--- config.mk ---
export PLATFORM = sky130hd
export DESIGN_NAME = i2ctp_target
export DESIGN_NICKNAME = d
export VERILOG_FILES = /design/src/shared/i2ctp_pkg.sv /design/src/logic/i2ctp_sync.sv /design/src/logic/i2ctp_target.sv
export SDC_FILE = /design/constraint.sdc
export NUM_CORES = 1
export LEC_CHECK = 0
export BUFFER_PORTS_ARGS = -buffer_cell sky130_fd_sc_hd__buf_2
export CAP_MARGIN = 40
export CORE_UTILIZATION = 48
export CTS_BUF_LIST = sky130_fd_sc_hd__clkbuf_8
export DETAILED_ROUTE_END_ITERATION = 10
export MAX_ROUTING_LAYER = met4
export PLACE_DENSITY = 0.66
export SYNTH_ARGS = -nofsm -noshare
export SYNTH_HDL_FRONTEND = slang
export SYNTH_HIERARCHICAL = 1
export SYNTH_SLANG_ARGS = --single-unit
export TNS_END_PERCENT = 50
--- constraint.sdc ---
create_clock -name i_clk -period 6.6 [get_ports i_clk]
set_input_delay 0.33 -clock i_clk [delete_from_list [all_inputs] [get_ports i_clk]]
set_output_delay 0.33 -clock i_clk [all_outputs]
set_load 0.05 [all_outputs]
--- src/shared/i2ctp_pkg.sv ---
// shared constants and types for the two-wire target register port
package i2ctp_pkg;

   // bus addresses chosen by the strap pin
   localparam logic [6:0] I2CTP_ADDR_STRAP_HI = 7'h1D;
   localparam logic [6:0] I2CTP_ADDR_STRAP_LO = 7'h53;

   // register space
   localparam int         I2CTP_REG_AW        = 6;
   localparam int         I2CTP_REG_DEPTH     = 64;
   localparam logic [7:0] I2CTP_REG_RESET     = 8'h00;
   localparam logic [7:0] I2CTP_PTR_RESET     = 8'h00;

   // bit counting within a byte
   localparam logic [3:0] I2CTP_BIT_LAST      = 4'h7;
   localparam logic [3:0] I2CTP_BIT_ZERO      = 4'h0;
   localparam int         I2CTP_RW_POS        = 0;

   // sampling clock and bus clock periods the port is built for, in ns
   localparam int I2CTP_CLK_NS      = 50;
   localparam int I2CTP_SCL_FAST_NS = 2500;
   localparam int I2CTP_SCL_STD_NS  = 10000;
   localparam int I2CTP_SCL_FAST_CYC = I2CTP_SCL_FAST_NS / I2CTP_CLK_NS;

   // sampled bus lines
   typedef struct packed {
      logic scl;
      logic sda;
   } i2ctp_bus_type;

   // register write request toward the register file
   typedef struct packed {
      logic                    en;
      logic [I2CTP_REG_AW-1:0] addr;
      logic [7:0]              data;
   } i2ctp_wr_type;

   typedef enum {
      I2CTP_IDLE,
      I2CTP_ADDR,
      I2CTP_ADDR_ACK,
      I2CTP_PTR,
      I2CTP_PTR_ACK,
      I2CTP_WDATA,
      I2CTP_WDATA_ACK,
      I2CTP_RDATA,
      I2CTP_RDATA_ACK
   } i2ctp_state_type;

endpackage : i2ctp_pkg

--- src/logic/i2ctp_sync.sv ---
// two-flop synchroniser for the bus lines and strap
`timescale 1ns/1ps
module i2ctp_sync
   import i2ctp_pkg::*;
#(
   parameter int WIDTH = 4
) (
   // clock and reset
   input  logic             i_clk,
   input  logic             i_rst,
   // asynchronous inputs and their synchronised copies
   input  logic [WIDTH-1:0] i_async,
   output logic [WIDTH-1:0] o_sync
);

   logic [WIDTH-1:0] meta_ff;
   logic [WIDTH-1:0] sync_ff;

   // idle bus reads high, so reset to ones
   always_ff @(posedge i_clk) begin
      if (i_rst) begin
         meta_ff <= '1;
         sync_ff <= '1;
      end else begin
         meta_ff <= i_async;
         sync_ff <= meta_ff;
      end
   end

   assign o_sync = sync_ff;

endmodule : i2ctp_sync

--- src/logic/i2ctp_target.sv ---
// two-wire target port with byte-wide register file
//
// Overview of operation
// - chip select high enables the port; only clock and data lines are used.
// - bus edges found by oversampling; 100 and 400 kHz both fit easily.
// - strap high: answer address 0x1D, bytes 0x3A write and 0x3B read.
// - strap low: answer address 0x53, bytes 0xA6 write and 0xA7 read.
// - write: acknowledge address, register pointer and every data byte.
// - read after restart: acknowledge address, send bytes until controller nacks.
`timescale 1ns/1ps
module i2ctp_target
   import i2ctp_pkg::*;
#(
   parameter int REG_DEPTH = I2CTP_REG_DEPTH
) (
   // clock and reset
   input  logic       i_clk,
   input  logic       i_rst,
   // chip select and address strap pins
   input  logic       i_chip_sel,
   input  logic       i_bus_address_strap,
   // serial clock from the controller
   input  logic       i_scl,
   // serial data, open drain
   input  logic       i_sda,
   output logic       o_sda,
   output logic       o_sda_oe_n,
   // status toward the sensor core
   output logic       o_wr_en,
   output logic [5:0] o_wr_addr,
   output logic [7:0] o_wr_data,
   output logic       o_busy
);

   ////////////////////////////////////////////////////////////////////////
   // input synchronisation

   logic [3:0]      sync_w;
   i2ctp_bus_type   bus_w;
   logic            cs_w;
   logic            strap_w;

   i2ctp_sync #(
      .WIDTH (4)
   ) u_sync (
      .i_clk   (i_clk),
      .i_rst   (i_rst),
      .i_async ({i_chip_sel, i_bus_address_strap, i_scl, i_sda}),
      .o_sync  (sync_w)
   );

   assign cs_w      = sync_w[3];
   assign strap_w   = sync_w[2];
   assign bus_w.scl = sync_w[1];
   assign bus_w.sda = sync_w[0];

   ////////////////////////////////////////////////////////////////////////
   // edge and condition detection

   i2ctp_bus_type bus_ff;
   logic          scl_rise;
   logic          scl_fall;
   logic          start_det;
   logic          stop_det;

   always_ff @(posedge i_clk) begin
      if (i_rst) begin
         bus_ff <= '{scl: 1'b1, sda: 1'b1};
      end else begin
         bus_ff <= bus_w;
      end
   end

   // 20 MHz sampling gives many samples per fast-mode bit
   assign scl_rise  = cs_w & bus_w.scl & ~bus_ff.scl;
   assign scl_fall  = cs_w & ~bus_w.scl & bus_ff.scl;
   assign start_det = cs_w & bus_w.scl & bus_ff.scl
                      & bus_ff.sda & ~bus_w.sda;
   assign stop_det  = bus_w.scl & bus_ff.scl & ~bus_ff.sda & bus_w.sda;

   ////////////////////////////////////////////////////////////////////////
   // address match

   function automatic logic addr_match(input logic [7:0] b,
                                       input logic       strap);
      logic [6:0] own;
      own = strap ? I2CTP_ADDR_STRAP_HI : I2CTP_ADDR_STRAP_LO;
      return b[7:1] == own;
   endfunction : addr_match

   ////////////////////////////////////////////////////////////////////////
   // byte engine

   i2ctp_state_type state_ff;
   logic [3:0]      bit_ff;
   logic [7:0]      shift_ff;
   logic [7:0]      ptr_ff;
   logic            sda_low_ff;
   logic            nack_ff;
   i2ctp_wr_type    wr_ff;
   logic [7:0]      regs [REG_DEPTH];
   logic [7:0]      rd_byte;
   logic [7:0]      rx_byte;

   assign rx_byte = {shift_ff[6:0], bus_w.sda};
   assign rd_byte = regs[ptr_ff[I2CTP_REG_AW-1:0]];

   always_ff @(posedge i_clk) begin
      if (i_rst) begin
         state_ff <= I2CTP_IDLE;
         bit_ff   <= I2CTP_BIT_ZERO;
         shift_ff <= 8'h00;
         nack_ff  <= 1'b0;
      end else if (!cs_w || stop_det) begin
         state_ff <= I2CTP_IDLE;
      end else if (start_det) begin
         // repeated start keeps the pointer for the read that follows
         state_ff <= I2CTP_ADDR;
         bit_ff   <= I2CTP_BIT_ZERO;
      end else if (scl_rise) begin
         unique case (state_ff)
            I2CTP_ADDR, I2CTP_PTR, I2CTP_WDATA: begin
               shift_ff <= rx_byte;
               bit_ff   <= bit_ff + 4'h1;
            end
            I2CTP_RDATA_ACK: begin
               nack_ff <= bus_w.sda;
            end
            default: begin
            end
         endcase
      end else if (scl_fall) begin
         unique case (state_ff)
            I2CTP_IDLE: begin
            end
            I2CTP_ADDR: begin
               if (bit_ff == I2CTP_BIT_LAST + 4'h1) begin
                  state_ff <= addr_match(shift_ff, strap_w)
                              ? I2CTP_ADDR_ACK : I2CTP_IDLE;
               end
            end
            I2CTP_ADDR_ACK: begin
               bit_ff   <= I2CTP_BIT_ZERO;
               state_ff <= shift_ff[I2CTP_RW_POS]
                           ? I2CTP_RDATA : I2CTP_PTR;
            end
            I2CTP_PTR: begin
               if (bit_ff == I2CTP_BIT_LAST + 4'h1) begin
                  state_ff <= I2CTP_PTR_ACK;
               end
            end
            I2CTP_PTR_ACK, I2CTP_WDATA_ACK: begin
               bit_ff   <= I2CTP_BIT_ZERO;
               state_ff <= I2CTP_WDATA;
            end
            I2CTP_WDATA: begin
               if (bit_ff == I2CTP_BIT_LAST + 4'h1) begin
                  state_ff <= I2CTP_WDATA_ACK;
               end
            end
            I2CTP_RDATA: begin
               if (bit_ff == I2CTP_BIT_LAST) begin
                  state_ff <= I2CTP_RDATA_ACK;
               end
               bit_ff <= bit_ff + 4'h1;
            end
            I2CTP_RDATA_ACK: begin
               bit_ff   <= I2CTP_BIT_ZERO;
               // a nack ends the read; the line is left free for stop
               state_ff <= nack_ff ? I2CTP_IDLE : I2CTP_RDATA;
            end
         endcase
      end
   end

   // register pointer
   always_ff @(posedge i_clk) begin
      if (i_rst) begin
         ptr_ff <= I2CTP_PTR_RESET;
      end else if (scl_fall && state_ff == I2CTP_PTR_ACK) begin
         ptr_ff <= shift_ff;
      end else if (scl_fall && (state_ff == I2CTP_WDATA_ACK
                   || state_ff == I2CTP_RDATA_ACK)) begin
         ptr_ff <= ptr_ff + 8'h01;
      end
   end

   // register file write, taken as the data byte is acknowledged
   always_ff @(posedge i_clk) begin
      if (i_rst) begin
         wr_ff <= '0;
      end else begin
         wr_ff.en <= scl_fall && state_ff == I2CTP_WDATA
                     && bit_ff == I2CTP_BIT_LAST + 4'h1;
         wr_ff.addr <= ptr_ff[I2CTP_REG_AW-1:0];
         wr_ff.data <= shift_ff;
      end
   end

   always_ff @(posedge i_clk) begin
      if (i_rst) begin
         for (int i = 0; i < REG_DEPTH; i++) begin
            regs[i] <= I2CTP_REG_RESET;
         end
      end else if (wr_ff.en) begin
         regs[wr_ff.addr] <= wr_ff.data;
      end
   end

   ////////////////////////////////////////////////////////////////////////
   // data line drive, changed only while the clock is low

   always_ff @(posedge i_clk) begin
      if (i_rst || !cs_w || stop_det || start_det) begin
         sda_low_ff <= 1'b0;
      end else if (scl_fall) begin
         unique case (state_ff)
            I2CTP_ADDR, I2CTP_PTR, I2CTP_WDATA: begin
               // ack after the eighth bit, only for our own address
               sda_low_ff <= (bit_ff == I2CTP_BIT_LAST + 4'h1)
                  && (state_ff != I2CTP_ADDR
                      || addr_match(shift_ff, strap_w));
            end
            I2CTP_ADDR_ACK: begin
               sda_low_ff <= shift_ff[I2CTP_RW_POS]
                             && !rd_byte[7];
            end
            I2CTP_RDATA: begin
               // after bit 7 release the line for the controller's ack
               sda_low_ff <= (bit_ff != I2CTP_BIT_LAST)
                             && !rd_byte[3'(6 - bit_ff)];
            end
            I2CTP_RDATA_ACK: begin
               sda_low_ff <= !nack_ff && !regs[6'(ptr_ff + 8'h01)][7];
            end
            default: begin
               sda_low_ff <= 1'b0;
            end
         endcase
      end
   end

   assign o_sda      = 1'b0;
   assign o_sda_oe_n = ~sda_low_ff;
   assign o_wr_en    = wr_ff.en;
   assign o_wr_addr  = wr_ff.addr;
   assign o_wr_data  = wr_ff.data;
   assign o_busy     = state_ff != I2CTP_IDLE;

endmodule : i2ctp_target

After elaboration in Yosys (flattened, before gate mapping)

Memories as Yosys holds them, arrays and structs flattened. A register that Yosys moved wholly into a read port is not among the register bits.
Cells that the tools add are included.
W data, S select, Z words.

Add/subtract/negate cells: 3
Multiplexer cells: 32
Order comparisons: 1
Reduce and logical (&&, ||, !) cells: 37
Bitwise gates (word level): 18
Eq/ne operators: 27

Operators by type and width:

| kind                  | number |
|---|---|
| $pmux W32 S7          | 1 |
| $eq A32 B3 Y1 const B | 4 |
| $eq A32 B4 Y1 const B | 4 |
| $mux W32              | 4 |
| $eq A32 B2 Y1 const B | 2 |
| $eq A32 B1 Y1 const B | 1 |
| $eq A32 B5 Y1 const B | 1 |
| $ne A32 B2 Y1 const B | 1 |
| $reduce_bool A32 Y1   | 1 |
| $mux W8               | 3 |
| $mux W6               | 3 |
| $mux W4               | 4 |
| $reduce_and A7 Y1     | 2 |
| $ne A3 B3 Y1 const B  | 4 |
| $reduce_and A4 Y1     | 3 |
| $and A1 B1 Y1         | 10 |
| $mux W1               | 10 |
| $add A8 B1 Y8 const B | 1 |
| $logic_and A1 B1 Y1   | 8 |
| $ne A2 B2 Y1 const B  | 4 |
| $not A1 Y1            | 8 |
| $pmux W4 S2           | 1 |
| $reduce_bool A8 Y1    | 1 |
| $reduce_or A8 Y1      | 1 |
| 23 further kinds      | 36 |

Input bits: 6
Output and inout port bits: 18
Memories: 1
Word-level logic and storage cells: 133
Bits in writable memories: 512
Register bits after elaboration: 79

Memory list:

| name | words | width | read ports | clocked after Yosys merged registers in | wr ports | line                | text |
|---|---|---|---|---|---|---|---|
| regs | 64    | 8     | 2          | 1                                       | 64       | i2ctp_target.sv:101 | `logic [7:0] regs [REG_DEPTH];` |

Logic depth before layout (Yosys ltp)

Depth after elaboration: 8
Depth in mapped cells: 12

By module

The synthesis kept the hierarchy.

Modules (own cells, without submodules):

| module       | area each (um^2) | cells each | times used |
|---|---|---|---|
| i2ctp_target | 26496.7          | 1857       | 1 |
| i2ctp_sync   | 210.2            | 16         | 1 |

Least setup slack after synthesis

No wires, ideal clock.

Path kind: register to register
Start: reg ptr_ff[0]
End: reg sda_low_ff
Cell stages (with the launch flop): 12
Clock period less this slack: 2.688 ns
Buffers on the path: 2
Arrival: 2.592 ns
Library setup time: 0.095 ns
Data required time: 6.505 ns
Setup slack: 3.912 ns
Cell sequence: dfxtp_1 ha_1 clkbuf_1 clkbuf_1 mux4_2 mux2i_1 mux2i_1 mux2i_1 mux2i_1 or4_1 a41o_1 o311ai_1

Longest elaborated chain between the ends: 5

Ends and longest elaborated chain:

| what                   | line                | text |
|---|---|---|
| from (decl)            | i2ctp_target.sv:97  | `logic [7:0] ptr_ff;` |
| from (signal assigned) | i2ctp_target.sv:181 | `ptr_ff <= shift_ff;` |
| from (signal assigned) | i2ctp_target.sv:184 | `ptr_ff <= ptr_ff + 8'h01;` |
| $add A8 B1 Y8          | i2ctp_target.sv:234 | `sda_low_ff <= !nack_ff && !regs[6'(ptr_ff + 8'h01)][7];` |
| $mem_v2 Z64 W8         | n/a                 |  |
| $logic_not A1 Y1       | i2ctp_target.sv:234 |  |
| $logic_and A1 B1 Y1    | i2ctp_target.sv:234 |  |
| $pmux W1 S4            | i2ctp_target.sv:217 | `unique case (state_ff)` |
| to (signal assigned)   | i2ctp_target.sv:220 | `sda_low_ff <= (bit_ff == I2CTP_BIT_LAST + 4'h1)` |
| to (signal assigned)   | i2ctp_target.sv:225 | `sda_low_ff <= shift_ff[I2CTP_RW_POS]` |
| to (signal assigned)   | i2ctp_target.sv:234 |  |
| to (decl)              | i2ctp_target.sv:98  | `logic sda_low_ff;` |

Every way passes these cells.
A chain may end at the register's enable or synchronous reset.

==> metrics.md <==
| Metric | Value |
|---|---|
| Outcome | `finished, final reports clean` |
| Post-Syn Instances | `1873` |
| Period minus WS final | `3.73 ns` |
| Hold buffers post-CTS | `4` |
| Drt pass-1 iters | `5` |
| Residual DRC | `0` |
| CTS sink cnt | `567` |
| Die X | `238 um` |
| Syn Nets | `1882` |
| DR vias/cell | `5.85` |
| CP max stage cell | `dfxtp_4` |
| CTS tree | `yes` |
| Post-synth top area cell | `edfxtp_1` |
| Max Root-Sink Buffers | `3` |
| Pin count of the biggest net entering global routing | `105` |
| First-pass GRT wire length | `102000 um` |
| I/O pin count | `24` |
| CTS root buf | `clkbuf_8` |
| H-Tree Depth | `3` |
| Worst Max-Slew Pin Slew | `0.976 ns` |
| Commonest non-fill, non-tap cells in the layout | `and2_1, edfxtp_1, mux4_2` |
| Worst Path Max Fanout | `104` |
| Max-slew headroom | `35.0%` |
| Worst skew pair latency | `0.69 ns` |
| Setup TNS | `0 ns` |
| Fin Hold WS | `0.125 ns` |
| Yosys warns | `6` |
| Worst path max stage delay | `0.67 ns` |
| Setup crit start kind | `flip-flop` |
| Share of cells above drive strength 1 | `19.4%` |
| Drt wl/cell | `25.4 um` |
| CP cell instances | `buf_12 -> mux4_2 -> or3b_1 -> a31oi_1 -> a2111oi_0 -> buf_1 -> nor4_1 -> o311ai_1 -> a41o_1 -> o311ai_1` |
| Lkg Pwr | `10.3 nW` |
| Hold Fails Final Rpt | `0` |
| Core area | `0.0550 mm^2` |
| Port bufs | `22` |
| Post-detail-place hpwl | `44400 um` |
| Gpl congestion | `0.977` |
| RSZ-0062 raised after global routing | `false` |
| Arr. time, crit path | `4.33 ns` |
| Initial core utilization | `48.6%` |
| Post-CTS Setup Bufs | `0` |
| Synth unique cells | `64` |
| Final-report setup violation count | `0` |
| Peak VDD IR | `141 uV` |
| FP Rows | `86` |
| Buf/Inv on CP | `2` |
| Total Routing Usage GR | `25.6%` |
| CTS clk-pin slew, worst paths | `0.06 ns` |
| Max Cap Viol | `0` |
| EDFF count, synth | `512` |
| Mapped Avg Cell Area | `14.3 um^2` |
| Number of global-route vias before repair | `15800` |
| #FFs+latches synth | `567` |
| Hold Path Class | `input pin to flip-flop` |
| Power Density | `249 mW/mm^2` |
| Most frequent CP cell | `o311ai_1` |
| Data required time of the worst path | `7.20 ns` |
| Worst setup EP type | `flip-flop` |
| Commonest non-fill, non-tap cell in the layout | `and2_1` |
| Crit Path Class | `flip-flop to flip-flop` |
| Pre-CTS setup slack | `2.86 ns` |
| Total CTS buffers | `94` |
| Cell Area, Synth | `0.0267 mm^2` |
| Part of the cycle the worst path needs | `56.4%` |
| Async set or reset register ratio after synthesis | `0%` |
| Delay-heaviest family, CP | `compound AO/OA/AOI/OAI gates` |
| Die Y | `238 um` |
| Area grow syn2layout | `9.23%` |
| Gr ovfl total | `0` |
| Synth Flop Type | `edfxtp_1` |
| Die Footprint | `0.0566 mm^2` |
| Vias | `15900` |
| Share of the synthesized area in the top cell type | `57.6%` |
| Count of final max-slew check failures | `0` |
| Synth top area cells | `edfxtp_1, and2_1, mux4_2` |
| Max Clock Freq | `0.268 GHz` |
| Skew final | `0.0313 ns` |
| 1st-iter DRT viols | `1752` |
| Initial antenna violation count | `2` |
| Min setup slack post-route | `2.87 ns` |
| ANT nets after route | `0` |
| Nets@finish | `1896` |
| Final core occ | `53.1%` |
| Routed WL | `68800 um` |
| Register area share after synthesis | `61.7%` |
| Post-cts sizing count | `0` |
flip-flops by register name, summed over array words and instances, names as in the netlist, named ones only:
| register | count |
|---|---|
| o_wr_addr | 6 |
| shift_ff | 8 |
| regs | 512 |
| nack_ff | 1 |
| u_sync/o_sync | 4 |
| state_ff | 4 |
| o_wr_en | 1 |
| bus_ff | 2 |
| ptr_ff | 6 |
| sda_low_ff | 1 |
| bit_ff | 4 |
| o_wr_data | 8 |
| u_sync/meta_ff | 4 |
final cells by class:
type                       instances  area (um^2)
clock buffer                      98         1350
antenna                            2         5.00
multi-input combinational       1166         9530
inverter                           9         33.8
fill                            4502        25800
clock inverter                    75          449
timing repair buffer              49          378
tap                              748          936
sequential                       567        16500
synth_stat cells, types with 5 or more instances:
| cell | number |
|---|---|
| nor3_1 | 17 |
| nand2b_1 | 9 |
| or3_1 | 5 |
| mux2i_1 | 22 |
| dfxtp_1 | 55 |
| clkbuf_1 | 82 |
| a22oi_1 | 21 |
| nand3b_1 | 11 |
| nor2_1 | 109 |
| o22ai_1 | 19 |
| o22a_1 | 8 |
| o21ai_0 | 16 |
| nand2_1 | 37 |
| buf_2 | 16 |
| edfxtp_1 | 512 |
| mux4_2 | 125 |
| buf_1 | 9 |
| nand3_1 | 25 |
| inv_1 | 9 |
| a211oi_1 | 8 |
| mux4_1 | 19 |
| nor2b_1 | 25 |
| buf_6 | 13 |
| or2_1 | 8 |
| buf_4 | 6 |
| a21oi_1 | 27 |
| or3b_2 | 5 |
| a31oi_1 | 7 |
| nand4_1 | 6 |
| or2_2 | 68 |
| and2_1 | 513 |
through the flow:
stage / cell area (um^2) / power, mW / std cells
2_1_floorplan: 26700 / 4.23 / 1873
3_3_place_gp: 27200 / 4.31 / 2528
3_5_place_dp: 27300 / 4.31 / 2535
4_1_cts: 29200 / 7.30 / 2712
5_1_grt: 29200 / 7.47 / 2714
6_report: 29200 / 7.26 / 2714
logic make-up after synthesis:
| family | synth area share [%] |
|---|---|
| compound gates | 3.29 |
| xor+xnor | 0.164 |
| fa+ha+maj | 0.141 |
| buf+inv | 2.64 |
| flops | 61.7 |
| mux | 13.2 |
| other cells | 0.0140 |
| simple gates | 18.8 |
report_power, final:
part	internal [mW]	leakage [nW]	switching (mW)
logic	0.0674	3.56	0.122
registers	4.01	5.74	0.0424
clock network	1.57	1.00	1.44
total	5.65	10.3	1.61
routing by layer:
metal	global-route usage [%]	routed length (um)	part of all wire, %	vias up
li1	-	-	-	6976
met2	37.8	31700	46	686
met5	-	0	0	-
met3	5.52	5520	8.0	146
met1	34.3	28900	42	8073
met4	11.0	2700	3.9	0
path summary, 6_finish.rpt:
check / slack [ns] / endpoint / depth (start not counted) / startpoint
setup reg to reg: 2.87 / sda_low_ff$_SDFFE_PP0P_ / 10 / flip-flop
setup / recovery: 2.87 / sda_low_ff$_SDFFE_PP0P_ / 10 / flip-flop
hold / removal: 0.13 / bit_ff[0]$_SDFFE_PP0P_ / 2 / i_rst
hold reg to reg: 0.43 / u_sync/o_sync[1]$_SDFF_PP1_ / 1 / u_sync/meta_ff[1]$_SDFF_PP1_
Power figures use the tool's default switching activity.
